### src/rtl/pcf_pkg.sv
// package: register map, routing codes and carrier types of the port c/d/e function select
`default_nettype none

package pcf_pkg;

  // ----------------------------------------------------------------
  // sizes
  // ----------------------------------------------------------------
  localparam int PCF_NPINS = 24;          // port c lines 0..7, d 8..15, e 16..23
  localparam int PCF_NSEL  = 6;           // select registers, four 2-bit fields each
  localparam int PCF_NSRC  = 15;          // peripheral signals that can drive a pin
  localparam int PCF_NIN   = 20;          // peripheral inputs fed from pins

  // ----------------------------------------------------------------
  // register map (byte offsets, one aligned word each)
  // ----------------------------------------------------------------
  localparam logic [4:0] PCF_OFS_SEL [PCF_NSEL] = '{5'h00, 5'h04, 5'h08, 5'h0C, 5'h10, 5'h14};
  localparam logic [4:0] PCF_OFS_LEVEL = 5'h18;   // synchronised pin levels, read only
  localparam logic [7:0] PCF_SEL_RESET = 8'h00;

  // ----------------------------------------------------------------
  // field codes
  // ----------------------------------------------------------------
  localparam logic [1:0] PCF_CODE_0 = 2'h0;
  localparam logic [1:0] PCF_CODE_1 = 2'h1;
  localparam logic [1:0] PCF_CODE_2 = 2'h2;
  localparam logic [1:0] PCF_CODE_3 = 2'h3;

  // ----------------------------------------------------------------
  // drive sources: index into i_periph_out / i_periph_oe
  // ----------------------------------------------------------------
  localparam logic [3:0] PCF_S_PRESCALER_CLOCK_OUT = 4'h0;
  localparam logic [3:0] PCF_S_STD_TIMER1_OUT      = 4'h1;
  localparam logic [3:0] PCF_S_STD_TIMER2_OUT      = 4'h2;
  localparam logic [3:0] PCF_S_COMPARATOR0_OUT     = 4'h3;
  localparam logic [3:0] PCF_S_COMPARATOR1_OUT     = 4'h4;
  localparam logic [3:0] PCF_S_COMPACT_TIMER0_OUT  = 4'h5;
  localparam logic [3:0] PCF_S_COMPACT_TIMER1_OUT  = 4'h6;
  localparam logic [3:0] PCF_S_ENH_TIMER_OUT_A     = 4'h7;
  localparam logic [3:0] PCF_S_ENH_TIMER_OUT_B     = 4'h8;
  localparam logic [3:0] PCF_S_SERIAL_B_SELECT     = 4'h9;
  localparam logic [3:0] PCF_S_SERIAL_B_CLOCK      = 4'hA;
  localparam logic [3:0] PCF_S_SERIAL_B_DATA_OUT   = 4'hB;
  localparam logic [3:0] PCF_S_SPI_SDO             = 4'hC;
  localparam logic [3:0] PCF_S_SPI_SCK_I2C_SCL     = 4'hD;
  localparam logic [3:0] PCF_S_SPI_SDI_I2C_SDA     = 4'hE;

  // ----------------------------------------------------------------
  // peripheral inputs: one-hot bits of o_periph_in
  // ----------------------------------------------------------------
  localparam logic [19:0] PCF_M_NONE        = 20'h00000;
  localparam logic [19:0] PCF_M_ST0_CLK     = 20'h00001;
  localparam logic [19:0] PCF_M_ST1_CLK     = 20'h00002;
  localparam logic [19:0] PCF_M_ST2_CLK     = 20'h00004;
  localparam logic [19:0] PCF_M_ST1_CAP     = 20'h00008;
  localparam logic [19:0] PCF_M_ST2_CAP     = 20'h00010;
  localparam logic [19:0] PCF_M_CT0_CLK     = 20'h00020;
  localparam logic [19:0] PCF_M_CT1_CLK     = 20'h00040;
  localparam logic [19:0] PCF_M_ET_CAP_A    = 20'h00080;
  localparam logic [19:0] PCF_M_ET_CAP_B    = 20'h00100;
  localparam logic [19:0] PCF_M_ET_CLK      = 20'h00200;
  localparam logic [19:0] PCF_M_IRQ0        = 20'h00400;
  localparam logic [19:0] PCF_M_IRQ1        = 20'h00800;
  localparam logic [19:0] PCF_M_IRQ2        = 20'h01000;
  localparam logic [19:0] PCF_M_IRQ3        = 20'h02000;
  localparam logic [19:0] PCF_M_PIN_CHANGE  = 20'h04000;
  localparam logic [19:0] PCF_M_SERB_DIN    = 20'h08000;
  localparam logic [19:0] PCF_M_SERB_CLK_IN = 20'h10000;
  localparam logic [19:0] PCF_M_SERB_SEL_IN = 20'h20000;
  localparam logic [19:0] PCF_M_SPI_SCK_IN  = 20'h40000;
  localparam logic [19:0] PCF_M_SPI_SDI_IN  = 20'h80000;

  // ----------------------------------------------------------------
  // carrier types
  // ----------------------------------------------------------------
  typedef enum logic [2:0] {
    PCF_K_GPIO,   // general i/o, plus any shared inputs
    PCF_K_OUT,    // peripheral drives the pin
    PCF_K_IN,     // peripheral digital input only, pin not driven
    PCF_K_ANA,    // comparator analog input, digital path off
    PCF_K_LCD     // lcd segment driver owns the pin
  } pcf_kind_type;

  typedef struct packed {
    pcf_kind_type kind;
    logic [3:0]   src;
    logic [19:0]  inmask;
  } pcf_route_type;

endpackage : pcf_pkg

`default_nettype wire

### src/rtl/pcf_port_select.sv
// port c/d/e pin function select: registers, routing of pins to peripherals
`default_nettype none

module pcf_port_select
  import pcf_pkg::*;
#(
  parameter logic [3:0] PC0_LCD_CODES  = 4'h0,  // code c routes pc0 to its segment when bit c set
  parameter logic [3:0] PD0_LCD_CODES  = 4'h0,
  parameter logic [3:0] PE6_LCD_CODES  = 4'h0,
  parameter logic       PC4_CODE3_LCD  = 1'b0
) (
  // clock and reset
  input  wire logic                 i_clk,
  input  wire logic                 i_rst,
  // avalon-mm slave
  input  wire logic [4:0]           i_avs_address,
  input  wire logic                 i_avs_read,
  input  wire logic                 i_avs_write,
  input  wire logic [31:0]          i_avs_writedata,
  input  wire logic [3:0]           i_avs_byteenable,
  output logic      [31:0]          o_avs_readdata,
  output logic                      o_avs_waitrequest,
  // pins (three-signal form)
  input  wire logic [PCF_NPINS-1:0] i_pin_in,
  output logic      [PCF_NPINS-1:0] o_pin_out,
  output logic      [PCF_NPINS-1:0] o_pin_oe,
  output logic      [PCF_NPINS-1:0] o_ana_en,
  output logic      [PCF_NPINS-1:0] o_lcd_en,
  // general i/o port logic
  input  wire logic [PCF_NPINS-1:0] i_gpio_out,
  input  wire logic [PCF_NPINS-1:0] i_gpio_oe,
  output logic      [PCF_NPINS-1:0] o_gpio_in,
  // peripherals
  input  wire logic [PCF_NSRC-1:0]  i_periph_out,
  input  wire logic [PCF_NSRC-1:0]  i_periph_oe,
  output logic      [PCF_NIN-1:0]   o_periph_in
);

  // ----------------------------------------------------------------
  // helpers
  // ----------------------------------------------------------------
  function automatic pcf_route_type mk(input pcf_kind_type kind, input logic [3:0] src,
                                       input logic [19:0] inmask);
    pcf_route_type r;
    r.kind   = kind;
    r.src    = src;
    r.inmask = inmask;
    return r;
  endfunction : mk

  function automatic pcf_route_type gpio(input logic [19:0] inmask);
    return mk(PCF_K_GPIO, 4'h0, inmask);
  endfunction : gpio

  function automatic pcf_route_type drv(input logic [3:0] src, input logic [19:0] inmask);
    return mk(PCF_K_OUT, src, inmask);
  endfunction : drv

  // lcd pin when the code's bit is set in the map, plain io otherwise
  function automatic pcf_route_type lcd_or_io(input logic [3:0] map, input logic [1:0] code);
    return map[code] ? mk(PCF_K_LCD, 4'h0, PCF_M_NONE) : gpio(PCF_M_NONE);
  endfunction : lcd_or_io

  // field code to route; code 3 is the pin's own lcd segment unless stated otherwise
  function automatic pcf_route_type pcf_decode(input logic [4:0] pin, input logic [1:0] code);
    pcf_route_type r;
    r = (code == PCF_CODE_3) ? mk(PCF_K_LCD, 4'h0, PCF_M_NONE) : gpio(PCF_M_NONE);
    unique case (pin)
      5'h00: r = lcd_or_io(PC0_LCD_CODES, code);
      5'h01: begin
        if (code == PCF_CODE_0 || code == PCF_CODE_1) r = gpio(PCF_M_ST2_CLK | PCF_M_PIN_CHANGE);
        if (code == PCF_CODE_2) r = mk(PCF_K_ANA, 4'h0, PCF_M_NONE);
      end
      5'h02: begin
        if (code == PCF_CODE_0) r = gpio(PCF_M_ST2_CAP);
        if (code == PCF_CODE_1) r = drv(PCF_S_STD_TIMER2_OUT, PCF_M_NONE);
        if (code == PCF_CODE_2) r = drv(PCF_S_COMPARATOR1_OUT, PCF_M_NONE);
      end
      5'h03: begin
        if (code == PCF_CODE_0) r = gpio(PCF_M_ST1_CLK);
        if (code == PCF_CODE_1) r = drv(PCF_S_PRESCALER_CLOCK_OUT, PCF_M_NONE);
        if (code == PCF_CODE_2) r = mk(PCF_K_ANA, 4'h0, PCF_M_NONE);
      end
      5'h04: begin
        if (code == PCF_CODE_0) r = gpio(PCF_M_ST1_CAP);
        if (code == PCF_CODE_1) r = drv(PCF_S_SERIAL_B_DATA_OUT, PCF_M_NONE);
        if (code == PCF_CODE_2) r = drv(PCF_S_STD_TIMER1_OUT, PCF_M_NONE);
        if (code == PCF_CODE_3) r = lcd_or_io({PC4_CODE3_LCD, 3'h0}, code);
      end
      5'h05: begin
        if (code == PCF_CODE_0) r = gpio(PCF_M_CT1_CLK);
        if (code == PCF_CODE_1) r = mk(PCF_K_IN, 4'h0, PCF_M_SERB_DIN);
        if (code == PCF_CODE_2) r = drv(PCF_S_COMPARATOR0_OUT, PCF_M_NONE);
      end
      5'h06: begin
        if (code == PCF_CODE_1) r = drv(PCF_S_SERIAL_B_CLOCK, PCF_M_SERB_CLK_IN);
        if (code == PCF_CODE_2) r = drv(PCF_S_COMPACT_TIMER1_OUT, PCF_M_NONE);
      end
      5'h07: begin
        if (code == PCF_CODE_0) r = gpio(PCF_M_ST0_CLK);
        if (code == PCF_CODE_1) r = drv(PCF_S_SERIAL_B_SELECT, PCF_M_SERB_SEL_IN);
        if (code == PCF_CODE_2) r = mk(PCF_K_ANA, 4'h0, PCF_M_NONE);
      end
      5'h08: r = lcd_or_io(PD0_LCD_CODES, code);
      5'h09: begin
        if (code == PCF_CODE_0) r = gpio(PCF_M_ET_CLK);
        if (code == PCF_CODE_1) r = drv(PCF_S_SPI_SCK_I2C_SCL, PCF_M_SPI_SCK_IN);
        if (code == PCF_CODE_2) r = mk(PCF_K_ANA, 4'h0, PCF_M_NONE);
      end
      5'h0A: begin
        if (code == PCF_CODE_0) r = gpio(PCF_M_ET_CAP_B);
        if (code == PCF_CODE_1) r = drv(PCF_S_SPI_SDI_I2C_SDA, PCF_M_SPI_SDI_IN);
        if (code == PCF_CODE_2) r = drv(PCF_S_ENH_TIMER_OUT_B, PCF_M_NONE);
      end
      5'h0B: begin
        if (code == PCF_CODE_1) r = drv(PCF_S_SPI_SDO, PCF_M_NONE);
        if (code == PCF_CODE_2) r = mk(PCF_K_ANA, 4'h0, PCF_M_NONE);
      end
      5'h0C: begin
        if (code == PCF_CODE_0) r = gpio(PCF_M_IRQ3 | PCF_M_CT0_CLK | PCF_M_ET_CAP_A);
        if (code == PCF_CODE_1) r = drv(PCF_S_ENH_TIMER_OUT_A, PCF_M_NONE);
        if (code == PCF_CODE_2) r = drv(PCF_S_COMPARATOR1_OUT, PCF_M_NONE);
      end
      5'h0D: begin
        if (code == PCF_CODE_0) r = gpio(PCF_M_IRQ2);
        if (code == PCF_CODE_1) r = drv(PCF_S_COMPACT_TIMER0_OUT, PCF_M_NONE);
        if (code == PCF_CODE_2) r = mk(PCF_K_ANA, 4'h0, PCF_M_NONE);
      end
      5'h0E: begin
        if (code == PCF_CODE_0 || code == PCF_CODE_1) r = gpio(PCF_M_IRQ1 | PCF_M_ST2_CLK);
        if (code == PCF_CODE_2) r = mk(PCF_K_ANA, 4'h0, PCF_M_NONE);
      end
      5'h0F: begin
        if (code == PCF_CODE_0) r = gpio(PCF_M_IRQ0 | PCF_M_ST2_CAP);
        if (code == PCF_CODE_1) r = drv(PCF_S_STD_TIMER2_OUT, PCF_M_NONE);
        if (code == PCF_CODE_2) r = drv(PCF_S_COMPARATOR0_OUT, PCF_M_NONE);
      end
      5'h10: begin
        if (code == PCF_CODE_0 || code == PCF_CODE_2) r = gpio(PCF_M_ST1_CLK);
        if (code == PCF_CODE_1) r = drv(PCF_S_SERIAL_B_DATA_OUT, PCF_M_NONE);
      end
      5'h11: begin
        if (code == PCF_CODE_0) r = gpio(PCF_M_ST1_CAP);
        if (code == PCF_CODE_1) r = mk(PCF_K_IN, 4'h0, PCF_M_SERB_DIN);
        if (code == PCF_CODE_2) r = drv(PCF_S_STD_TIMER1_OUT, PCF_M_NONE);
      end
      5'h16: r = lcd_or_io(PE6_LCD_CODES, code);
      // pe2, pe3, pe4, pe5, pe7 keep the default: io for 0..2, lcd for 3
      default: r = r;
    endcase
    return r;
  endfunction : pcf_decode

  // ----------------------------------------------------------------
  // bus decode
  // ----------------------------------------------------------------
  logic [7:0]           sel_reg [PCF_NSEL];
  logic                 wait_reg;
  logic [31:0]          rdata_reg;
  logic [PCF_NPINS-1:0] pin_meta_reg;
  logic [PCF_NPINS-1:0] pin_level_reg;
  logic [31:0]          rdata_next;

  wire       bus_req    = i_avs_read | i_avs_write;
  wire       bus_take   = bus_req & wait_reg;       // first cycle of a request
  wire       bus_commit = i_avs_write & ~wait_reg;  // edge at which the master sees the answer
  wire [4:0] bus_ofs    = {i_avs_address[4:2], 2'h0};

  // read mux; unmapped offsets read as zero and swallow writes
  always_comb begin
    rdata_next = 32'h0000_0000;
    if (bus_ofs == PCF_OFS_LEVEL) rdata_next = {8'h00, pin_level_reg};
    for (int k = 0; k < PCF_NSEL; k++) begin
      if (bus_ofs == PCF_OFS_SEL[k]) rdata_next = {24'h00_0000, sel_reg[k]};
    end
  end

  // ----------------------------------------------------------------
  // bus handshake: one wait cycle, so read data is always a flop
  // ----------------------------------------------------------------
  always_ff @(posedge i_clk or posedge i_rst) begin
    if (i_rst) begin
      wait_reg  <= 1'b1;
      rdata_reg <= 32'h0000_0000;
    end else begin
      wait_reg <= ~bus_take;
      if (bus_take && i_avs_read) rdata_reg <= rdata_next;
    end
  end

  // select registers; only byte lane 0 holds data
  for (genvar k = 0; k < PCF_NSEL; k++) begin : g_sel
    wire hit = bus_commit & i_avs_byteenable[0] & (bus_ofs == PCF_OFS_SEL[k]);
    always_ff @(posedge i_clk or posedge i_rst) begin
      if (i_rst) begin
        sel_reg[k] <= PCF_SEL_RESET;
      end else if (hit) begin
        sel_reg[k] <= i_avs_writedata[7:0];
      end
    end
  end

  // ----------------------------------------------------------------
  // pin input synchroniser
  // ----------------------------------------------------------------
  always_ff @(posedge i_clk or posedge i_rst) begin
    if (i_rst) begin
      pin_meta_reg  <= '0;
      pin_level_reg <= '0;
    end else begin
      pin_meta_reg  <= i_pin_in;
      pin_level_reg <= pin_meta_reg;
    end
  end

  // ----------------------------------------------------------------
  // per pin routing
  // ----------------------------------------------------------------
  logic [1:0]           fld [PCF_NPINS];
  pcf_route_type        route [PCF_NPINS];
  logic [PCF_NPINS-1:0] out_next;
  logic [PCF_NPINS-1:0] oe_next;
  logic [PCF_NPINS-1:0] ana_next;
  logic [PCF_NPINS-1:0] lcd_next;
  logic [PCF_NIN-1:0]   pin_fed;
  logic [PCF_NIN-1:0]   periph_in_next;

  for (genvar i = 0; i < PCF_NPINS; i++) begin : g_pin
    assign fld[i]   = sel_reg[i / 4][2 * (i % 4) +: 2];
    assign route[i] = pcf_decode(5'(i), fld[i]);
    // analog and lcd pins are never driven digitally, so a stray oe cannot fight the pad
    assign out_next[i] = (route[i].kind == PCF_K_OUT) ? i_periph_out[route[i].src]
                                                       : i_gpio_out[i];
    assign oe_next[i]  = (route[i].kind == PCF_K_OUT)  ? i_periph_oe[route[i].src] :
                         (route[i].kind == PCF_K_GPIO) ? i_gpio_oe[i] : 1'b0;
    assign ana_next[i] = (route[i].kind == PCF_K_ANA);
    assign lcd_next[i] = (route[i].kind == PCF_K_LCD);
  end

  // peripheral inputs: lowest pin wins when two pins claim the same input;
  // the input-source select registers live outside this block
  always_comb begin
    periph_in_next = '0;
    pin_fed        = '0;
    for (int i = 0; i < PCF_NPINS; i++) begin
      for (int j = 0; j < PCF_NIN; j++) begin
        if (route[i].inmask[j] && !pin_fed[j]) begin
          periph_in_next[j] = pin_level_reg[i];
          pin_fed[j]        = 1'b1;
        end
      end
    end
  end

  // ----------------------------------------------------------------
  // output flops
  // ----------------------------------------------------------------
  always_ff @(posedge i_clk or posedge i_rst) begin
    if (i_rst) begin
      o_pin_out   <= '0;
      o_pin_oe    <= '0;
      o_ana_en    <= '0;
      o_lcd_en    <= '0;
      o_periph_in <= '0;
    end else begin
      o_pin_out   <= out_next;
      o_pin_oe    <= oe_next;
      o_ana_en    <= ana_next;
      o_lcd_en    <= lcd_next;
      o_periph_in <= periph_in_next;
    end
  end

  assign o_avs_waitrequest = wait_reg;
  assign o_avs_readdata    = rdata_reg;
  assign o_gpio_in         = pin_level_reg;
endmodule : pcf_port_select

`default_nettype wire

### config.mk
export PLATFORM = sky130hd
export DESIGN_NAME = pcf_port_select
export DESIGN_NICKNAME = d
export VERILOG_FILES = /design/src/rtl/pcf_pkg.sv /design/src/rtl/pcf_port_select.sv
export SDC_FILE = /design/constraint.sdc
export NUM_CORES = 1
export LEC_CHECK = 0
export BUFFER_PORTS_ARGS = -buffer_cell sky130_fd_sc_hd__buf_2
export CORE_AREA = 4 4 172 174
export CTS_BUF_LIST = sky130_fd_sc_hd__clkbuf_16
export DETAILED_ROUTE_END_ITERATION = 12
export DIE_AREA = 0 0 176 178
export GPL_ROUTABILITY_DRIVEN = 0
export MAX_ROUTING_LAYER = met4
export PLACE_DENSITY = 0.49
export SYNTH_ARGS = -nofsm -noshare
export SYNTH_HDL_FRONTEND = slang
export SYNTH_SLANG_ARGS = --single-unit
### constraint.sdc
create_clock -name i_clk -period 10.1 [get_ports i_clk]
set_clock_uncertainty 0.05 [all_clocks]
set_input_delay 1.515 -clock i_clk [delete_from_list [all_inputs] [get_ports i_clk]]
set_output_delay 1.515 -clock i_clk [all_outputs]
set_load 0.02 [all_outputs]
==> qor.txt, run 1 <==
yosys warns - 0
total gr overflow - 0
crit path max-delay cell type - nor3_2
Post-Route M1 WL - 9740 um
mapped cell area - 8330 um2
Die Y - 178 um
P&R area growth vs syn - 28.1%
actual slew at the worst max-slew pin - 0.915 ns
MaxCap Viol Count - 0
slowest stage delay, CP - 0.68 ns
Total GRT Usage - 14.6%
Initial Utilization - 30.0%
Routed Antenna Nets - 0
Hold Worst Slack - 0.293 ns
Setup crit end kind - register
worst hold path type - register to register
post-layout util - 38.4%
Syn Area/Cell - 13.3 um2
Initial DRC Count - 146
met2 WL - 10700 um
TritonCTS clock tree - built
Detailed Place HPWL - 16700 um
fin crit period - 3.13 ns
register area - 5410 um2
outcome - complete, no violations
cell area power density - 224 nW/um2
clk buf depth - 3
DIE WIDTH - 176 um
first-pass GRT wire length - 34700 um
layout net count - 1067
cts-stage hold buffer count - 0
clock latency on the worst-skew pair - 0.52 ns
most frequent cells in the layout - 263 x buf_2, 215 x dfrtp_1, 63 x nand2_1, 56 x mux2_2, 43 x o21ai_0
critical path class - primary input to register
largest net degree at the start of global routing - 96
Critical Path Start - i_avs_address[2]
Yosys cell types - 44
vias in the first global route - 5940
area of the multi-input gates - 2620 um2
post-CTS setup buffer count - 0
TNS Setup - 0 ns
PnR Total Power - 0.00239 W
hold path start - pin_meta_reg[1]$_DFF_PP0_
final hold vios - 0
Core Rows - 61
RSZ-0062 raised after global routing - false
RR Startpoint - o_avs_waitrequest$_DFF_PP1_
Peak Freq - 319 MHz
Final setup viols - 0
P_leak - 5.43 nW
Boundary Pins - 320
clk sinks - 216
DRC errors left - 0
Syn Inst Count - 624
Port Buffers - 263
fin crit share - 31.0%
most common cell after layout, fill and taps aside - buf_2
Crit path required time - 10.45 ns
root buf cell - clkbuf_16
FF+latch count, synth - 216
share of layout cells above drive strength 1 - 39.9%
via count - 5566
Slew Viols, Final - 0
CTS Buf Count - 25
WL final - 22400 um
post-route design area - 10700 um2
H-tree levels - 1
sequential share of the synthesized area - 64.9%
critical path arrival - 3.48 ns
worst ir drop on vdd - 0.000123 V
max reg flops - 48
crit-path cells - buf_2 -> nand4b_2 -> nor3_2 -> mux2_2
Reg clk slew, reported paths - 0.06 ns
Die ar. - 31300 um2
fillers - 2831
crit-path max FO - 29
DRT Pass-1 Iters - 6
Avg Vias per Cell - 4.29
CP startpoint kind - primary input
DR WL/cell - 17.3 um
Max Used Layer - met4
core area - 27800 um2
initial antenna violation count - 0
met3 routed WL - 1620 um
Rel. slew slack - 39.0%
Inserted Diodes - 0
Post-DP Area - 9930 um2
post-CTS sizing - 0
-- per-stage QoR --
stage / setup WS [ns] / std cells
floorplan: 2.63 / 652
global placement: 6.40 / 1250
detailed placement: 6.38 / 1250
CTS: 6.92 / 1296
global route: 6.81 / 1296
finish: 6.97 / 1296
-- power breakdown --
part,internal [W],switching (W),leakage [nW],total [W]
Sequential,0.000994,0.0000850,2.70,0.00108
Clock,0.000472,0.000351,0.390,0.000822
Combinational,0.000193,0.000294,2.35,0.000487
-- area by class of cell --
type | count | share of cell area [%]
flip-flops and latches | 216 | 50.7
multi-input cells | 369 | 24.6
repair buffers | 266 | 12.5
clock buffers | 25 | 5.86
well taps | 378 | 4.43
clock inverters | 21 | 1.07
inverters | 21 | 0.809
-- routing by layer --
metal  global-route usage, %  up-vias
li1                        -     2604
met1                    18.9     2741
met2                    23.6      199
met3                    3.84       22
met4                    2.66        0
met5                       -        -
-- worst paths after layout --
path | endpoint | slack [ns] | depth (start not counted)
setup / recovery | fld[19]$_DFFE_PP0P_ | 6.97 | 4
hold / removal | o_gpio_in[1]$_DFF_PP0_ | 0.29 | 0
setup reg to reg | o_avs_readdata[2]$_DFFE_PP0P_ | 7.99 | 4
hold reg to reg | o_gpio_in[1]$_DFF_PP0_ | 0.29 | 0
max in group asynchronous | o_pin_oe[19]$_DFF_PP0_ | 7.56 | 3
min in group asynchronous | o_pin_out[20]$_DFF_PP0_ | 1.06 | 2
-- synthesized netlist by cell type --
library cell / count / area share, %
o31ai_1: 1 / 0.090
clkbuf_1: 4 / 0.18
and3b_1: 1 / 0.11
o21ai_1: 1 / 0.060
o22ai_1: 1 / 0.075
inv_2: 1 / 0.045
a211oi_1: 1 / 0.090
and2b_1: 1 / 0.090
clkbuf_2: 3 / 0.18
nor2_2: 1 / 0.075
nand3b_1: 2 / 0.18
ha_1: 21 / 3.2
dfstp_2: 1 / 0.32
nand3b_4: 1 / 0.24
a221o_1: 1 / 0.12
nand2b_1: 10 / 0.75
nor3b_1: 3 / 0.27
inv_1: 20 / 0.90
a32o_1: 1 / 0.12
buf_6: 4 / 0.54
nand2_2: 2 / 0.15
buf_2: 5 / 0.30
and2_0: 1 / 0.075
nor2b_1: 17 / 1.3
and2_1: 20 / 1.5
a221oi_1: 7 / 0.74
nor3_2: 1 / 0.12
dfrtp_1: 215 / 65
a21o_1: 1 / 0.090
mux4_2: 4 / 1.1
nor2_1: 18 / 0.81
a22o_1: 1 / 0.11
mux2_2: 56 / 7.6
buf_4: 30 / 2.7
a21oi_1: 21 / 1.3
nand3_1: 1 / 0.060
a2bb2oi_1: 7 / 0.74
o21ai_0: 43 / 2.6
mux2i_1: 27 / 3.2
and3_1: 2 / 0.15
nand2_1: 63 / 2.8
conb_1: 1 / 0.045
nand4b_2: 1 / 0.18
and4bb_4: 1 / 0.20
-- worst max-delay path, delay by kind of cell --
family / cells / cell delay [ns]
buf+inv: 1 / 0.57
simple gates: 2 / 0.97
mux: 1 / 0.41
-- cells by family (layout without fill, tap and decap cells) --
| logic type | after synthesis | count (layout) | share of synthesized area (%) |
|---|---|---|---|
| compound gates | 86 | 86 | 6.07 |
| fa+ha+maj | 21 | 21 | 3.15 |
| buf+inv | 67 | 333 | 4.85 |
| flops | 216 | 216 | 64.9 |
| mux | 87 | 87 | 11.9 |
| other cells | 1 | 29 | 0.0450 |
| simple gates | 146 | 146 | 9.07 |
Power figures use the tool's default switching activity.
==> run 2, diff against run 1 <==
ABC_AREA = 1   (was default)
CORE_AREA = 4 4 173 175   (was 4 4 172 174)
DIE_AREA = 0 0 177 179   (was 0 0 176 178)
clock period = 3.2 ns   (was 10.1 ns; I/O delays follow)
==> run 2 against run 1 <==
Final area rose by 5.5%. Global-route usage rose by 0.34 points. First-iteration DRC count grew to 2.6 times the previous value. Setup slack worse by 5.8 ns. Sequential power rose to 3.1 times the previous value. Final cell count grew 17%. Worst hold slack got worse by 0.24 ns. Via count rose by 15%. Critical path type is now register to register. Critical endpoint is now o_avs_readdata[5]$_DFFE_PP0P_. Highest routed layer unchanged.
==> qor.txt, run 2 <==
outcome - complete, no violations (unchanged)
Die ar. - 31700 um2 (was 31300 um2)
Reg clk slew, reported paths - 0.06 ns (about the same)
Total GRT Usage - 14.9% (was 14.6%)
Avg Vias per Cell - 4.20 (was 4.29)
clk buf depth - 3 (unchanged)
Port Buffers - 263 (unchanged)
DR WL/cell - 15.6 um (was 17.3 um)
share of layout cells above drive strength 1 - 30.6% (was 39.9%)
clk sinks - 216 (unchanged)
largest net degree at the start of global routing - 100 (was 96)
Synth top cells by count - 215 x dfrtp_1, 177 x nand2_1, 94 x inv_1, 72 x o21ai_0, 48 x nor2_1 (was 215 x dfrtp_1, 63 x nand2_1, 56 x mux2_2, 43 x o21ai_0, 30 x buf_4)
DIE WIDTH - 177 um (was 176 um)
most common cell after layout, fill and taps aside - buf_2 (unchanged)
MaxCap Viol Count - 0 (unchanged)
XOR/XNOR share of the synthesized area - 0% (unchanged)
Initial DRC Count - 383 (was 146)
met3 routed WL - 2060 um (was 1620 um)
layout net count - 1281 (was 1067)
Crit path required time - 3.61 ns (was 10.45 ns)
ys flop type - dfrtp_1 (unchanged)
sequential share of the synthesized area - 64.2% (was 64.9%)
Setup crit end kind - register (unchanged)
CP startpoint kind - register (was primary input)
number of enable flip-flop cells after synthesis - 0 (unchanged)
Core Rows - 62 (was 61)
clock latency on the worst-skew pair - 0.53 ns (was 0.52 ns)
simple-gate share of the synthesized area - 14.7% (was 9.07%)
Adder-Cell Fraction of Synth Area - 3.12% (was 3.15%)
total gr overflow - 0 (unchanged)
post-layout util - 39.5% (was 38.4%)
post-synthesis mux area share - 0.535% (was 11.9%)
Die Y - 179 um (was 178 um)
P_leak - 5.97 nW (was 5.43 nW)
PnR worst setup slack - 1.18 ns (was 6.97 ns)
fillers - 2859 (was 2831)
post-route design area - 11300 um2 (was 10700 um2)
met2 WL - 11000 um (was 10700 um)
first-pass GRT wire length - 35600 um (was 34700 um)
vias in the first global route - 6263 (was 5940)
worst hold path type - primary input to async pin (was register to register)
register area - 5410 um2 (unchanged)
DRC errors left - 0 (unchanged)
Detailed Place HPWL - 17300 um (was 16700 um)
final hold vios - 0 (unchanged)
Critical Path Start - o_avs_waitrequest$_DFF_PP1_ (was i_avs_address[2])
yosys warns - 0 (unchanged)
Initial Utilization - 29.6% (was 30.0%)
TNS Setup - 0 ns (unchanged)
TritonCTS clock tree - built (unchanged)
Hold Worst Slack - 0.0534 ns (was 0.293 ns)
Boundary Pins - 320 (unchanged)
H-tree levels - 1 (unchanged)
Post-synth ARST share - 100% (unchanged)
share of Yosys cell area claimed by the top area cell type - 63.9% (was 64.6%)
root buf cell - clkbuf_16 (unchanged)
fin crit period - 2.02 ns
CTS Buf Count - 26 (was 25)
RSZ-0062 raised after global routing - false (unchanged)
DRT Pass-1 Iters - 4 (was 6)
Rel. slew slack - 33.6% (was 39.0%)
worst ir drop on vdd - 0.000378 V (was 0.000123 V)
Worst R2R Setup Slack - 1.18 ns (was 7.99 ns)
Yosys cell types - 31 (was 44)
max reg flops - 48 (unchanged)
core area - 28500 um2 (was 27800 um2)
Post-Route M1 WL - 10100 um (was 9740 um)
Peak Freq - 494 MHz
P&R area growth vs syn - 33.7% (was 28.1%)
crit-path max FO - 48 (was 29)
most frequent cells in the layout - 263 x buf_2, 215 x dfrtp_1, 177 x nand2_1, 95 x inv_1, 72 x o21ai_0 (was 263 x buf_2, 215 x dfrtp_1, 63 x nand2_1, 56 x mux2_2, 43 x o21ai_0)
area leader, netlist - dfrtp_1 (unchanged)
area of the multi-input gates - 2400 um2 (was 2620 um2)
synth top area cells - dfrtp_1 64%, nand2_1 7.9%, o21ai_0 4.3% (was dfrtp_1 65%, mux2_2 7.6%, mux2i_1 3.2%)
Syn Inst Count - 803 (was 624)
critical path class - register to register (was primary input to register)
mapped cell area - 8420 um2 (was 8330 um2)
WL final - 23700 um (was 22400 um)
Slew Viols, Final - 0 (unchanged)
Final setup viols - 0 (unchanged)
actual slew at the worst max-slew pin - 0.995 ns (was 0.915 ns)
fin crit share - 63.3%
post-CTS setup buffer count - 0 (unchanged)
critical path arrival - 2.44 ns (was 3.48 ns)
Routed Antenna Nets - 0 (unchanged)
Max Used Layer - met4 (unchanged)
Compound-Gate Fraction of Synth Area - 8.80% (was 6.07%)
Syn Area/Cell - 10.5 um2 (was 13.3 um2)
count leader, synth - dfrtp_1 (unchanged)
RR Startpoint - o_avs_waitrequest$_DFF_PP1_ (unchanged)
Place WS - 1.04 ns (was 6.38 ns)
initial antenna violation count - 3 (was 0)
via count - 6390 (was 5566)
cell area power density - 693 nW/um2 (was 224 nW/um2)
Post-DP Area - 10000 um2 (was 9930 um2)
FF+latch count, synth - 216 (unchanged)
main combinational cell family by area after synthesis - simple AND/OR/NAND/NOR gates (was multiplexers)
-- run 2: cell count changes after synthesis, sizes merged, moves of 27 or more --
cell,delta
nand2,+115
mux2,-52
mux2i,-27
o21ai,+54
nor2,+32
inv,+76
-- run 2: power by group --
group / leakage, nW / internal, W / switching (W) / total (W)
registers: 2.71 / 0.00313 / 0.000260 / 0.00339
logic: 2.83 / 0.000538 / 0.00101 / 0.00154
clock network: 0.424 / 0.00169 / 0.00118 / 0.00287
-- run 2: what timing repair did --
action,4_1_cts,5_1_grt
resized for setup,0,0
hold buffers,37,0
endpoints found under the hold margin,37,0
setup endpoints to repair,0,0
-- run 2: final timing paths --
| kind | end | depth (start not counted) |
|---|---|---|
| max | o_avs_readdata[5]$_DFFE_PP0P_ | 4 |
| min | o_pin_oe[2]$_DFF_PP0_ | 3 |
| max reg2reg | o_avs_readdata[5]$_DFFE_PP0P_ | 4 |
| min reg2reg | o_gpio_in[22]$_DFF_PP0_ | 0 |
| max in group asynchronous | o_ana_en[17]$_DFF_PP0_ | 3 |
| min in group i_clk | o_pin_oe[14]$_DFF_PP0_ | 3 |
-- run 2: layout make-up --
cell class	instances	area share (%)
clock inverter	21	1.46
antenna	5	0.111
timing repair buffer	304	15.5
inverter	97	3.29
clock buffer	27	6.01
multi-input combinational	468	21.3
sequential	216	48.1
tap	384	4.27
-- run 2: metrics by stage --
step,total power (W),std cells
after CTS,0.00793,1517
after global routing,0.00826,1520
after detailed placement,0.00497,1432
final,0.00780,1522
after floorplan,0.00438,831
after global placement,0.00495,1432
-- run 2: worst max-delay path, stage by stage (launching register included) --
cell and delay (ns):
dfstp_2 0.58, nand3_2 0.77, a21oi_1 0.40, nand2_1 0.09, nand2_1 0.06
-- run 2: cell families after synthesis --
family | Yosys count
simple gates | 282
flops | 216
buf+inv | 147
compound gates | 132
fa+ha+maj | 21
mux | 4
other cells | 1
-- run 2: per-layer routing --
layer | up-vias | GRT usage (%)
li1 | 3138 | -
met1 | 2986 | 19.2
met2 | 229 | 23.3
met3 | 37 | 4.13
met4 | 0 | 4.32
met5 | - | -
